$ cat src/include/tcba_pkg.sv
// How it works
// RULE1: Each timer count is 16 bits, read as a high byte and a low byte.
// RULE2: Reading the high byte while enabled copies the low byte into a holding register.
// RULE3: Reading the low byte while enabled returns the holding register.
// RULE4: Reading the low byte while disabled returns the live low byte.
// RULE5: A byte write loads that counter byte at the next clock edge.
// RULE6: After a byte write the counter keeps counting from the new value.
// RULE7: No write holding register; each byte write acts alone.
// RULE8: Software should avoid writing count bytes while the timer runs.
// RULE9: A disabled timer holds its count; counting resumes from the written value.
package tcba_pkg;

  ////////////////////////////////////////////////////////////////////////////
  // Register indices; byte address is four times the index
  localparam logic [11:0] IDX_T0_HIGH = 12'hF00;
  localparam logic [11:0] IDX_T0_LOW  = 12'hF01;
  localparam logic [11:0] IDX_T1_HIGH = 12'hF08;
  localparam logic [11:0] IDX_T1_LOW  = 12'hF09;
  localparam logic [11:0] IDX_STATUS  = 12'hF10;

  localparam int          ADDR_W      = 16;
  localparam int          DATA_W      = 32;
  localparam int          CNT_W       = 16;
  localparam int          BYTE_W      = 8;
  localparam int          NUM_TMR     = 2;

  // Reset values
  localparam logic [7:0]  RST_HIGH    = 8'h00;
  localparam logic [7:0]  RST_LOW     = 8'h01;
  localparam logic [15:0] RST_COUNT   = {RST_HIGH, RST_LOW};

  // Status register field positions
  localparam int          STAT_EN0    = 0;
  localparam int          STAT_EN1    = 1;

  ////////////////////////////////////////////////////////////////////////////
  // Decoded register selection
  typedef enum logic [2:0] {
    SEL_NONE = 3'h0,
    SEL_T0H  = 3'h1,
    SEL_T0L  = 3'h3,
    SEL_T1H  = 3'h2,
    SEL_T1L  = 3'h6,
    SEL_STAT = 3'h7
  } tcba_sel_t;

  function automatic logic [15:0] idx2addr(input logic [11:0] idx);
    idx2addr = {2'h0, idx, 2'h0};
  endfunction

  // Used for both the read phase and the write completion
  function automatic tcba_sel_t reg_sel(input logic [15:0] addr);
    if (addr == idx2addr(IDX_T0_HIGH)) begin
      reg_sel = SEL_T0H;
    end else if (addr == idx2addr(IDX_T0_LOW)) begin
      reg_sel = SEL_T0L;
    end else if (addr == idx2addr(IDX_T1_HIGH)) begin
      reg_sel = SEL_T1H;
    end else if (addr == idx2addr(IDX_T1_LOW)) begin
      reg_sel = SEL_T1L;
    end else if (addr == idx2addr(IDX_STATUS)) begin
      reg_sel = SEL_STAT;
    end else begin
      reg_sel = SEL_NONE;
    end
  endfunction

endpackage

$ cat src/include/tcba_tmr_if.sv
`timescale 1ns/1ns
// Signals between the bus front end and one timer's count logic
interface tcba_tmr_if;
  logic        en;        // Timer enabled
  logic        inc;       // Count step from counting engine
  logic        wr_high;   // Write high byte, one cycle
  logic        wr_low;    // Write low byte, one cycle
  logic [7:0]  wdata;     // Byte being written
  logic        rd_high;   // High byte read, one cycle
  logic [15:0] count;     // Live count
  logic [7:0]  low_rd;    // Value a low byte read returns

  modport ctl  (output en, inc, wr_high, wr_low, wdata, rd_high, input count, low_rd);
  modport cnt  (input en, inc, wr_high, wr_low, wdata, output count);
  modport hold (input en, rd_high, count, output low_rd);
endinterface

$ cat src/rtl/tcba_count.sv
`timescale 1ns/1ns
module tcba_count (
  input  wire logic  pclk,
  input  wire logic  presetn,
  tcba_tmr_if.cnt    tif
);

  typedef struct packed {
    logic [15:0] count;
  } tcba_cnt_st_t;

  tcba_cnt_st_t s_q;
  tcba_cnt_st_t s_d;

  ////////////////////////////////////////////////////////////////////////////
  // Byte writes win over the step in that cycle; the other byte is kept
  always_comb begin
    s_d = s_q;
    if (tif.wr_high || tif.wr_low) begin
      if (tif.wr_high) begin
        s_d.count[15:8] = tif.wdata;  // [RULE5] [RULE7]
      end
      if (tif.wr_low) begin
        s_d.count[7:0] = tif.wdata;   // [RULE5] [RULE7]
      end
    end else if (tif.en && tif.inc) begin
      s_d.count = s_q.count + 16'h0001; // Continues from new value [RULE6]
    end
    // Disabled: no step, count stays as written [RULE9]
  end

  always_ff @(posedge pclk or negedge presetn) begin
    if (!presetn) begin
      s_q <= '{count: tcba_pkg::RST_COUNT};
    end else begin
      s_q <= s_d;
    end
  end

  assign tif.count = s_q.count; // [RULE1]

endmodule

$ cat src/rtl/tcba_hold.sv
`timescale 1ns/1ns
module tcba_hold (
  input  wire logic  pclk,
  input  wire logic  presetn,
  tcba_tmr_if.hold   tif
);

  typedef struct packed {
    logic [7:0] low_hold;
  } tcba_hold_st_t;

  tcba_hold_st_t s_q;
  tcba_hold_st_t s_d;

  ////////////////////////////////////////////////////////////////////////////
  // Capture low byte on a high byte read, only while running
  always_comb begin
    s_d = s_q;
    if (tif.en && tif.rd_high) begin
      s_d.low_hold = tif.count[7:0]; // [RULE2]
    end
  end

  always_ff @(posedge pclk or negedge presetn) begin
    if (!presetn) begin
      s_q <= '{low_hold: tcba_pkg::RST_LOW};
    end else begin
      s_q <= s_d;
    end
  end

  // Stale until first high read; software reads high first
  assign tif.low_rd = tif.en ? s_q.low_hold    // [RULE3]
                             : tif.count[7:0]; // [RULE4]

endmodule

$ cat src/rtl/tcba_top.sv
`timescale 1ns/1ns
module tcba_top (
  input  wire logic        pclk,
  input  wire logic        presetn,
  input  wire logic        psel,
  input  wire logic        penable,
  input  wire logic        pwrite,
  input  wire logic [15:0] paddr,
  input  wire logic [31:0] pwdata,
  input  wire logic [3:0]  pstrb,
  output logic      [31:0] prdata,
  output logic             pready,
  output logic             pslverr,
  input  wire logic [1:0]  tmr_en,
  input  wire logic [1:0]  tmr_inc,
  output logic      [15:0] tmr_count0,
  output logic      [15:0] tmr_count1
);

  ////////////////////////////////////////////////////////////////////////////
  // Bus front end state
  typedef struct packed {
    logic [31:0] prdata;
    logic        pready;
    logic        pslverr;
  } tcba_top_st_t;

  tcba_top_st_t s_q;
  tcba_top_st_t s_d;

  tcba_pkg::tcba_sel_t sel;
  logic                setup;
  logic                done;
  logic                wr_ok;
  logic [15:0]         cnt_w [tcba_pkg::NUM_TMR];
  logic [7:0]          low_w [tcba_pkg::NUM_TMR];
  logic [1:0]          rd_high_w;
  logic [1:0]          wr_high_w;
  logic [1:0]          wr_low_w;

  tcba_tmr_if tif [tcba_pkg::NUM_TMR] ();

  ////////////////////////////////////////////////////////////////////////////
  // Phase decode; read side effects at setup, writes at completion
  assign sel   = tcba_pkg::reg_sel(paddr);
  assign setup = psel && !penable;
  assign done  = psel && penable && s_q.pready;
  assign wr_ok = done && pwrite && pstrb[0];

  // Capturing at setup keeps returned byte and held byte in step
  assign rd_high_w[0] = setup && !pwrite && (sel == tcba_pkg::SEL_T0H); // [RULE2]
  assign rd_high_w[1] = setup && !pwrite && (sel == tcba_pkg::SEL_T1H); // [RULE2]
  assign wr_high_w[0] = wr_ok && (sel == tcba_pkg::SEL_T0H);
  assign wr_high_w[1] = wr_ok && (sel == tcba_pkg::SEL_T1H);
  assign wr_low_w[0]  = wr_ok && (sel == tcba_pkg::SEL_T0L);
  assign wr_low_w[1]  = wr_ok && (sel == tcba_pkg::SEL_T1L);

  ////////////////////////////////////////////////////////////////////////////
  // Per-timer count and holding logic
  for (genvar i = 0; i < tcba_pkg::NUM_TMR; i++) begin : g_tmr
    assign tif[i].en      = tmr_en[i];
    assign tif[i].inc     = tmr_inc[i];
    assign tif[i].wr_high = wr_high_w[i];
    assign tif[i].wr_low  = wr_low_w[i];
    assign tif[i].wdata   = pwdata[7:0];
    assign tif[i].rd_high = rd_high_w[i];
    assign cnt_w[i]       = tif[i].count;
    assign low_w[i]       = tif[i].low_rd;

    tcba_count u_count (
      .pclk    (pclk),
      .presetn (presetn),
      .tif     (tif[i])
    );

    tcba_hold u_hold (
      .pclk    (pclk),
      .presetn (presetn),
      .tif     (tif[i])
    );
  end

  ////////////////////////////////////////////////////////////////////////////
  // No wait state: pready rises in the first access cycle
  always_comb begin
    s_d         = s_q;
    s_d.pready  = setup;
    s_d.pslverr = setup && (sel == tcba_pkg::SEL_NONE);
    if (setup && !pwrite) begin
      unique case (sel)
        tcba_pkg::SEL_T0H:  s_d.prdata = {24'h000000, cnt_w[0][15:8]}; // [RULE1]
        tcba_pkg::SEL_T0L:  s_d.prdata = {24'h000000, low_w[0]};       // [RULE3] [RULE4]
        tcba_pkg::SEL_T1H:  s_d.prdata = {24'h000000, cnt_w[1][15:8]}; // [RULE1]
        tcba_pkg::SEL_T1L:  s_d.prdata = {24'h000000, low_w[1]};       // [RULE3] [RULE4]
        tcba_pkg::SEL_STAT: s_d.prdata = {30'h0, tmr_en};
        tcba_pkg::SEL_NONE: s_d.prdata = 32'h00000000;
      endcase
    end else if (setup) begin
      s_d.prdata = 32'h00000000; // Writes read back zero
    end
  end

  always_ff @(posedge pclk or negedge presetn) begin
    if (!presetn) begin
      s_q <= '{prdata: 32'h00000000, pready: 1'b0, pslverr: 1'b0};
    end else begin
      s_q <= s_d;
    end
  end

  assign prdata     = s_q.prdata;
  assign pready     = s_q.pready;
  assign pslverr    = s_q.pslverr;
  assign tmr_count0 = cnt_w[0];
  assign tmr_count1 = cnt_w[1];

endmodule

$ cat config.mk
export PLATFORM = sky130hd
export DESIGN_NAME = tcba_top
export DESIGN_NICKNAME = d
export VERILOG_FILES = /design/src/include/tcba_pkg.sv /design/src/include/tcba_tmr_if.sv /design/src/rtl/tcba_count.sv /design/src/rtl/tcba_hold.sv /design/src/rtl/tcba_top.sv
export SDC_FILE = /design/constraint.sdc
export NUM_CORES = 1
export LEC_CHECK = 0
export BUFFER_PORTS_ARGS = -buffer_cell sky130_fd_sc_hd__buf_4
export CAP_MARGIN = 10
export CORE_AREA = 2 2 168 88
export DETAILED_ROUTE_END_ITERATION = 10
export DIE_AREA = 0 0 170 90
export HOLD_SLACK_MARGIN = 0.1
export PLACE_DENSITY_LB_ADDON = 0.08
export SYNTH_ARGS = -nofsm -noshare
export SYNTH_HDL_FRONTEND = slang
export SYNTH_HIERARCHICAL = 1
export SYNTH_SLANG_ARGS = --single-unit
$ cat constraint.sdc
create_clock -name pclk -period 1.75 [get_ports pclk]
set_clock_uncertainty 0.05 [all_clocks]
set_input_delay 0.35 -clock pclk [delete_from_list [all_inputs] [get_ports pclk]]
set_output_delay 0.35 -clock pclk [all_outputs]
set_load 0.03 [all_outputs]
==> results of run 1 <==
## synth_stat cells (3+ instances only)
library cell / number
a211oi_1: 3
a21boi_0: 6
a21oi_1: 21
a221o_1: 4
a22oi_1: 14
a311oi_1: 3
a31oi_1: 6
a32oi_1: 4
and3_1: 5
buf_2: 5
buf_4: 24
buf_6: 6
clkbuf_1: 5
dfrtp_1: 54
dfstp_2: 4
inv_1: 8
mux2_2: 16
mux2_4: 16
mux2i_1: 5
nand2_1: 39
nand2b_1: 9
nand3_1: 15
nand4_1: 9
nor2_1: 25
nor2b_1: 3
nor3_1: 8
nor4_1: 9
nor4_2: 5
o21ai_0: 14
o21ai_1: 13
o22ai_1: 3
or4_1: 6
or4_4: 3
xnor2_1: 6
## flip-flops by register name (all words and copies together) (netlist names)
register / flops
g_tmr.u_count/tif.count: 32
g_tmr.u_hold/s_q: 16
prdata: 8
pready: 1
pslverr: 1
## worst max-delay path by stage
| stage | startpoint | slack (ns) | endpoint |
|---|---|---|---|
| after global placement | paddr[15] | -0.82 | g_tmr[1].u_count/tif.count[3]$_DFFE_PN0P_ |
| after detailed placement | paddr[15] | -0.80 | g_tmr[1].u_count/tif.count[14]$_DFFE_PN0P_ |
| after floorplan | paddr[15] | -0.63 | g_tmr[1].u_count/tif.count[12]$_DFFE_PN0P_ |
| after CTS | paddr[8] | -0.36 | g_tmr[1].u_count/tif.count[15]$_DFFE_PN0P_ |
| final | paddr[8] | -0.43 | g_tmr[0].u_count/tif.count[9]$_DFFE_PN0P_ |
| after global routing | paddr[8] | -0.46 | g_tmr[1].u_count/tif.count[3]$_DFFE_PN0P_ |
## worst max-delay path: stages
cell      delay (ns)
buf_6           0.09
or4_4           0.59
nor2_4          0.14
nand3_4         0.11
nor3_4          0.31
o21bai_1        0.22
a41o_1          0.28
a221o_1         0.26
## metrics by stage
stage | instance area, sq um | hold WS, ns | TNS [ns]
final | 6370 | 0.228 | -17.02
after global placement | 5580 | 0.327 | -37.29
after floorplan | 4300 | 0.00441 | -24.65
after global routing | 6370 | 0.236 | -20.03
after CTS | 6160 | 0.223 | -15.04
after detailed placement | 5580 | 0.327 | -37.99
## kinds of logic after synthesis
kind of cell    after synthesis
fa+ha+maj                     2
compound gates              115
simple gates                156
other cells                   1
xor+xnor                      6
flops                        58
mux                          37
buf+inv                      48
## timing repair
| item | in CTS | in global routing |
|---|---|---|
| hold buffers | 1 | 0 |
| resized for setup | 41 | 32 |
| cloned | 1 | 3 |
| pin swaps | 18 | 14 |
| setup endpoints to repair | 56 | 56 |
| buffers inserted | 13 | 2 |
| hold endpoints to repair | 54 | 0 |
## per-layer routing
layer  vias to the layer above  track usage [%]  routed length, um
met4                         0             3.63                120
met2                       153             26.3               6000
li1                       1962                -                  -
met3                        16             5.99               1140
met1                      2103             35.0               8940
met5                         -                0                  0
## area by class of cell
type	instances	area, sq um
Tap cell	181	226
Timing Repair Buffer	199	1640
Inverter	8	35.0
Sequential cell	58	1460
Multi-Input combinational cell	341	2700
Clock inverter	5	52.6
Clock buffer	11	253
Fill cell	1342	7600
## power groups by stage
stage / registers (W) / logic [W] / clock network, W
after CTS: 0.00182 / 0.00237 / 0.00187
after global routing: 0.00185 / 0.00257 / 0.00194
after global placement: 0.00183 / 0.00232 / 0
after floorplan: 0.00220 / 0.000702 / 0
final: 0.00184 / 0.00240 / 0.00184
after detailed placement: 0.00184 / 0.00232 / 0
==> impl_metrics.toml, run 1 <==
[outcome]
status = "complete, but fails checks"
violations = "negative setup slack"

[placed_design]
dp.cells = 767
dp_hpwl_mm = 12.4
dp_slack_ns = -0.798
gp_congestion = 0.907
io_buffers = 75

[setup_path]
end_kind = "register"
reg2reg_depth = 7
r2r_slack_ns = -0.22
cp.required_ns = 1.92
worstPathMaxFanout = 4
reg2reg_to = "g_tmr[0].u_count/tif.count[8]$_DFFE_PN0P_"
path_class = "in -> reg"
timing.rr.start = "g_tmr[0].u_count/tif.count[0]$_DFFE_PN1P_"
start_kind = "input port"
arrival_ns = 2.35

[synth]
synthFlopType = "dfrtp_1"
yosys.area_share.simple_pct = 22.9
yosys.area.top_type_share_pct = 33.5
yosys.area.top_type = "dfrtp_1"
synth_cell_types = 66
synthAdderAreaFrac_pct = 0.620
synth-warning-count = 6
postSynthCellCount = 423
synth_edf_count = 0
synth_area_leaders = "dfrtp_1 33%, mux2_4 6.0%, buf_4 4.5%"
syn_avg_cell_area_sq_um = 9.54
synth_compound_area_share_pct = 19.4
seq_area_frac_synth_pct = 36.1
synth_xor_area_share_pct = 1.30
ys_seq_elements = 58
synth_area_sq_um = 4040
muxShareOfSynthArea_pct = 11.7
synth_top_family_by_area = "simple AND/OR/NAND/NOR gates"
async_flop_share_pct = 100

[power_and_ir_drop]
finalPower_w = 0.00608
p_clk_share_pct = 30.2
power_frac_comb_pct = 39.5
p_seq_share_pct = 30.3
p_sw_share_pct = 38.3
p_leak_nw = 2.88
power.internal_w = 0.00375
peakVddDrop_mv = 0.442
p_sw_w = 0.00233
powerDensity_nw_per_um2 = 954

[clock_network]
cts_sinks = 58
cts_max_level = 3
cts_made_buffers = 9
cts_buffer_depth = 2
clock_latency_ns = 0.34
cts_tree = "done"
cts.reportedPaths.clkPinSlew_ns = 0.05
cts-root-buf = "clkbuf_16"

[layout]
n_antenna_cell = 0
finish.cell_count_without_fillers = 803
area_delta_synth_final_pct = 57.8
nets = 680
layout_commonest_cell = "buf_4"
final_util_pct = 45.6
final_cell_mix = "174 x buf_4, 54 x dfrtp_1, 35 x nand2_1"
drive_above_1_share_pct = 52.9

[grt]
grt_pass1_vias = 3952
grt_pass1_wl_mm = 24.2
antenna_found_initial = 0
grt_max_degree = 59
grt_use_total_pct = 21.2
grt_overflow = 0

[timing]
max_slew_margin_pct = 67.1
timing.final.hold_violations = 0
layout_setup_ws_ns = -0.429
grt_setup_unrepaired = "yes"
finalSetupViolations = 56
drv_slew = 0
period_share_pct = 125
finalCriticalPeriod_ns = 2.18
max_freq_mhz = 459
worst_slew_pin_slew_ns = 0.489

[worst_hold_path]
min_path_type = "in -> reg"
min_to = "g_tmr[1].u_count/tif.count[0]$_DFFE_PN1P_"
whs_path_depth = 3
worstHoldStart = "pwdata[0]"

[drt]
drc = 0
drtIter0Drc = 250
routed_wire_length_per_instance_um = 20.2
ant_nets = 0
avgViaCountPerCell = 5.27
detail_route.first_pass.iterations = 4
vias = 4234
drt-total-wl_mm = 16.2

[floorplan]
ioPinCount = 127
num_rows = 31
chipWidth_um = 170
core_sq_um = 14000
die_h_um = 90
initial_utilization_pct = 28.9
dieArea_sq_um = 15300

[run]
max_cap_viol_count = 0
Power figures use the tool's default switching activity.
==> inputs of run 2 (changes only) <==
--- a/config.mk
+++ b/config.mk
@@ -5,11 +5,12 @@
 export SDC_FILE = /design/constraint.sdc
 export NUM_CORES = 1
 export LEC_CHECK = 0
+export ABC_AREA = 1
 export BUFFER_PORTS_ARGS = -buffer_cell sky130_fd_sc_hd__buf_4
 export CAP_MARGIN = 10
-export CORE_AREA = 2 2 168 88
+export CORE_AREA = 2 2 174 91
 export DETAILED_ROUTE_END_ITERATION = 10
-export DIE_AREA = 0 0 170 90
+export DIE_AREA = 0 0 176 93
 export HOLD_SLACK_MARGIN = 0.1
 export PLACE_DENSITY_LB_ADDON = 0.08
 export SYNTH_ARGS = -nofsm -noshare
==> constraint.sdc (replaced) <==
create_clock -name pclk -period 1.75 [get_ports pclk]
set_clock_uncertainty 0.05 [all_clocks]
set_input_delay 0.175 -clock pclk [delete_from_list [all_inputs] [get_ports pclk]]
set_output_delay 0.175 -clock pclk [all_outputs]
set_load 0.03 [all_outputs]
==> run 2 against run 1 <==
Effect of this change: the run still ends with negative setup slack left; worst hold slack worse by 0.11 ns; combinational power is 29% lower; final area is 4.6% lower; total power is 9.4% lower; count of clock-buffer cells in the layout is 1 higher; global-route usage is 1.5 points lower; critical endpoint is now g_tmr[1].u_count/tif.count[5]$_DFFE_PN0P_.
==> impl_metrics.toml, run 2 <==
[layout]
layout_commonest_cell = "nand2_1"
nets = 833
area_delta_synth_final_pct = 39.5
largest_reg_flops = 32
drive_above_1_share_pct = 35.0
regArea_sq_um = 1460
final_cell_mix = "175 x nand2_1, 126 x buf_4, 69 x nand3_1"
design_area_sq_um = 6080
final_util_pct = 40.7
fillers = 1582
multi_input_area_sq_um = 2600
n_antenna_cell = 0

[clock_network]
cts.reportedPaths.clkPinSlew_ns = 0.06
cts_sinks = 58
clock_latency_ns = 0.34
cts-root-buf = "clkbuf_16"
cts_buffer_depth = 2
cts_tree = "done"
cts_made_buffers = 9
cts_max_level = 3

[floorplan]
ioPinCount = 127
die_h_um = 93
core_sq_um = 14900
dieArea_sq_um = 16400
initial_utilization_pct = 29.2
chipWidth_um = 176
num_rows = 32

[power_and_ir_drop]
powerDensity_nw_per_um2 = 906
p_seq_share_pct = 32.1
p_sw_share_pct = 36.8
peakVddDrop_mv = 0.319
power.internal_w = 0.00348
p_sw_w = 0.00203
power_frac_comb_pct = 31.0
p_leak_nw = 3.09
p_clk_share_pct = 36.9

[timing]
layout_setup_ws_ns = -0.0719
setup_tns_ns = -0.570
drv_slew = 0
finalCriticalPeriod_ns = 1.82
max_freq_mhz = 549
timing.final.hold_violations = 0
grt_setup_unrepaired = "yes"
finalSetupViolations = 17
period_share_pct = 104

[drt]
drc = 0
routed_wire_length_per_instance_um = 16.3
detail_route.first_pass.iterations = 4
ant_nets = 0
avgViaCountPerCell = 4.60
drtIter0Drc = 204
drt-total-wl_mm = 15.9
vias = 4507

[synth]
ys_top_cells_by_count = "191 x nand2_1, 72 x nand3_1, 62 x inv_1"
synth-warning-count = 6
synth_area_leaders = "dfrtp_1 31%, nand2_1 16%, nand3_1 8.3%"
synth_area_sq_um = 4350
synth_most_common_cell = "nand2_1"
postSynthCellCount = 633
synth_edf_count = 0
yosys.area.top_type_share_pct = 31.0
synth_cell_types = 33
ys_seq_elements = 58
syn_avg_cell_area_sq_um = 6.88
seq_area_frac_synth_pct = 33.4
synthFlopType = "dfrtp_1"
async_flop_share_pct = 100
yosys.area.top_type = "dfrtp_1"

[grt]
grt_max_degree = 31
grt_use_total_pct = 19.7
grt_pass1_vias = 4179
grt_overflow = 0
grt_pass1_wl_mm = 24.2
antenna_found_initial = 0

[outcome]
status = "complete, but fails checks"
violations = "negative setup slack"

[setup_path]
worstPathMaxFanout = 5
end_kind = "register"
path_class = "reg -> reg"
start_kind = "register"
arrival_ns = 2.00
reg2reg_depth = 10
cp.required_ns = 1.93

[placed_design]
placed_area_sq_um = 5390
dp_hpwl_mm = 12.1
gp_congestion = 0.892
io_buffers = 75

[run]
max_cap_viol_count = 0

[worst_hold_path]
min_path_type = "in -> reg"
whs_path_depth = 3
-- run 2: per-stage QoR --
step | hold WS (ns) | worst slack [ns] | std cells | power, W
after floorplan | -0.171 | -0.0528 | 656 | 0.00269
after global placement | 0.110 | -0.216 | 951 | 0.00338
after detailed placement | 0.113 | -0.242 | 951 | 0.00338
after CTS | 0.112 | -0.0439 | 971 | 0.00547
after global routing | 0.127 | -0.169 | 979 | 0.00579
final | 0.118 | -0.0719 | 979 | 0.00551
-- run 2: power by group through the flow --
stage          Combinational [W]  Sequential (W)  Clock [W]
6_report                 0.00170         0.00177    0.00203
5_1_grt                  0.00185         0.00179    0.00216
4_1_cts                  0.00163         0.00176    0.00208
3_5_place_dp             0.00160         0.00178          0
3_3_place_gp             0.00160         0.00178          0
2_1_floorplan           0.000671         0.00202          0
-- run 2: path summary, 6_finish.rpt --
| path | startpoint | endpoint | slack [ns] |
|---|---|---|---|
| setup / recovery | pready$_DFF_PN0_ | g_tmr[1].u_count/tif.count[5]$_DFFE_PN0P_ | -0.07 |
| hold / removal | pwdata[0] | g_tmr[0].u_count/tif.count[8]$_DFFE_PN0P_ | 0.12 |
| setup reg to reg | pready$_DFF_PN0_ | g_tmr[1].u_count/tif.count[5]$_DFFE_PN0P_ | -0.07 |
| hold reg to reg | g_tmr[1].u_hold/s_q[0]$_DFFE_PN1P_ | g_tmr[1].u_hold/s_q[0]$_DFFE_PN1P_ | 0.41 |
| max in group asynchronous | presetn | g_tmr[1].u_hold/s_q[0]$_DFFE_PN1P_ | 0.79 |
| min in group asynchronous | presetn | prdata[4]$_DFFE_PN0P_ | 0.28 |
-- run 2: area by class of cell --
class                   instances  share of cell area [%]
flip-flops and latches         58                    24.0
clock inverters                 4                    1.19
multi-input cells             483                    42.8
clock buffers                  12                    4.39
well taps                     204                    4.20
inverters                      77                    4.96
repair inverters                1                   0.124
repair buffers                140                    18.3
-- run 2: logic make-up after synthesis --
family	Yosys count	synth area share, %
AO/OA/AOI/OAI	77	10.6
buffers and inverters	116	14.1
AND/OR/NAND/NOR	377	40.7
adder cells (fa/ha/maj)	2	0.575
XOR/XNOR	2	0.402
flip-flops	58	33.4
other	1	0.0861
-- run 2: critical path: stages, from the launching register on --
cell and delay, ns:
dfrtp_2 0.40, nand3_2 0.05, nand3b_1 0.12, buf_6 0.16
nor2_4 0.06, nor2_4 0.26, clkinvlp_4 0.26, a21oi_2 0.16
nor2_1 0.05, o21ai_1 0.11, inv_1 0.05
-- run 2: what timing repair did --
item                       CTS  global route
setup buffers                0             8
gates resized for setup     19            50
pin swaps                    5            18
hold buffers                 3             0
cloned                       1             1
setup endpoints to repair   27            41
hold endpoints to repair    28             0
-- run 2: metal layers --
metal	vias to the layer above	global-route usage, %	share of wire, %
met2	119	25.2	36
met1	2113	31.2	55
met5	-	0	0
met4	0	5.10	1.3
li1	2255	-	-
met3	20	5.53	7.3
==> inputs of run 3 (changes only) <==
--- a/config.mk
+++ b/config.mk
@@ -5,12 +5,12 @@
 export SDC_FILE = /design/constraint.sdc
 export NUM_CORES = 1
 export LEC_CHECK = 0
-export ABC_AREA = 1
+export ABC_CLOCK_PERIOD_IN_PS = 1750
 export BUFFER_PORTS_ARGS = -buffer_cell sky130_fd_sc_hd__buf_4
 export CAP_MARGIN = 10
-export CORE_AREA = 2 2 174 91
+export CORE_AREA = 2 2 168 88
 export DETAILED_ROUTE_END_ITERATION = 10
-export DIE_AREA = 0 0 176 93
+export DIE_AREA = 0 0 170 90
 export HOLD_SLACK_MARGIN = 0.1
 export PLACE_DENSITY_LB_ADDON = 0.08
 export SYNTH_ARGS = -nofsm -noshare
==> run 3 against run 2 <==
Effect of this change: the run still ends with negative setup slack left; count of clock-buffer cells in the layout decreased by 1; sequential power rose by 5%; total power is 11% higher; setup slack lost 0.14 ns; sequential share of layout area fell by 1.6 points; critical endpoint is now g_tmr[1].u_count/tif.count[15]$_DFFE_PN0P_; via count is 6.1% lower; worst hold slack got worse by 0.011 ns; highest routed layer unchanged.
==> impl_metrics.toml, run 3 (synthesis results as in run 1) <==
[setup_path]
cp.required_ns = 1.92
cp_num_buf_inv = 2
cp_slowest_stage_delay_ns = 0.59
worstPathMaxFanout = 4
arrival_ns = 2.13
end_kind = "register"
path_class = "in -> reg"
reg2reg_depth = 9
critPathSlowestCell = "or4_4"
cpMostUsedCell = "buf_6"
crit_family = "simple AND/OR/NAND/NOR gates"
start_kind = "input port"
worstPathCellList = "buf_6, or4_4, nor2_4, nand3_4, nor3_4, buf_6, nand3b_1, or4_1, mux2i_1, a221o_1"
critical_path_depth = 10

[power_and_ir_drop]
peakVddDrop_mv = 0.520
p_leak_nw = 2.91
powerDensity_nw_per_um2 = 934

[clock_network]
cts_max_level = 3
cts_made_buffers = 9
cts.reportedPaths.clkPinSlew_ns = 0.05
clock_latency_ns = 0.34
cts_sinks = 58
cts-root-buf = "clkbuf_16"
cts_buffer_depth = 2
cts_tree = "done"

[placed_design]
dp_hpwl_mm = 12.3
io_buffers = 75
dp_slack_ns = -0.622
gp_congestion = 0.861

[grt]
grt_use_total_pct = 21.3
antenna_found_initial = 0
grt_pass1_wl_mm = 24.4
grt_pass1_vias = 4086
grt_overflow = 0
grt_max_degree = 33

[floorplan]
core_sq_um = 14000
die_h_um = 90
ioPinCount = 127
initial_utilization_pct = 28.9
dieArea_sq_um = 15300
num_rows = 31
chipWidth_um = 170

[drt]
drtIter0Drc = 341
drc = 0
routed_wire_length_per_instance_um = 20.2
drt-total-wl_mm = 16.2
avgViaCountPerCell = 5.28
vias = 4232
detail_route.first_pass.iterations = 5
ant_nets = 0

[timing]
grt_setup_unrepaired = "yes"
finalCriticalPeriod_ns = 1.96
hold_ws_ns = 0.107
period_share_pct = 112
layout_setup_ws_ns = -0.208
setup_tns_ns = -5.52
max_freq_mhz = 511
drv_slew = 0
finalSetupViolations = 48
timing.final.hold_violations = 0

[layout]
largest_reg_flops = 32
n_antenna_cell = 0
layout_commonest_cell = "buf_4"
area_delta_synth_final_pct = 61.5
final_cell_mix = "165 x buf_4, 54 x dfrtp_1, 33 x nand2_1"
drive_above_1_share_pct = 53.1
nets = 678

[outcome]
status = "complete, but fails checks"
violations = "negative setup slack"

[worst_hold_path]
whs_path_depth = 3
min_path_type = "in -> reg"

[run]
max_cap_viol_count = 0
## run 3: per-layer routing
| layer | vias to the layer above | global-route usage, % | routed length, um |
|---|---|---|---|
| li1 | 1959 | - | - |
| met1 | 2091 | 34.4 | 8510 |
| met2 | 166 | 26.4 | 6090 |
| met3 | 16 | 6.12 | 1400 |
| met4 | 0 | 4.99 | 197 |
| met5 | - | 0 | 0 |
## run 3: repair_timing
action	in CTS	in global routing
hold buffers	6	0
setup buffers	11	3
resized for setup	66	33
endpoints found under the hold margin	57	0
pin swaps	27	13
setup endpoints to repair	56	56
cloned	3	1
## run 3: worst paths after layout
kind,from,slack (ns),to
worst max-delay path,paddr[8],-0.21,g_tmr[1].u_count/tif.count[15]$_DFFE_PN0P_
worst min-delay path,pwdata[6],0.11,g_tmr[1].u_count/tif.count[6]$_DFFE_PN0P_
worst max register to register,pready$_DFF_PN0_,-0.18,g_tmr[0].u_count/tif.count[6]$_DFFE_PN0P_
worst min register to register,g_tmr[0].u_hold/s_q[4]$_DFFE_PN0P_,0.46,g_tmr[0].u_hold/s_q[4]$_DFFE_PN0P_
max in group asynchronous,presetn,0.79,g_tmr[1].u_count/tif.count[0]$_DFFE_PN1P_
min in group asynchronous,presetn,0.27,pready$_DFF_PN0_
## run 3: worst reg2reg max path, stage by stage (launching register included)
cell and delay, ns:
dfrtp_1 0.40, nand3_4 0.11, buf_6 0.14, nor3b_4 0.05, buf_12 0.13, clkbuf_16 0.14, buf_8 0.13, or4_1 0.52
o21ai_2 0.08, a21oi_1 0.07
## run 3: final cells by class
| type | instances | area, sq um |
|---|---|---|
| clock buffers | 11 | 243 |
| clock inverters | 5 | 55.1 |
| fillers | 1356 | 7450 |
| inverters | 8 | 37.5 |
| multi-input cells | 340 | 2780 |
| flip-flops and latches | 58 | 1460 |
| well taps | 181 | 226 |
| repair buffers | 198 | 1720 |
## run 3: through the flow
stage	cell area [sq um]	power, W	std cells	utilization [%]
floorplan	4300	0.00291	446	-
global placement	5550	0.00410	762	39.8
detailed placement	5550	0.00410	762	39.8
CTS	6350	0.00603	798	45.5
global route	6520	0.00637	801	46.7
finish	6520	0.00609	801	46.7
## run 3: power breakdown
| group | internal, W | leakage, nW | switching [W] |
|---|---|---|---|
| registers | 0.00153 | 0.733 | 0.000328 |
| clock network | 0.00114 | 0.142 | 0.000679 |
| logic | 0.00104 | 2.04 | 0.00137 |
| total | 0.00371 | 2.91 | 0.00238 |
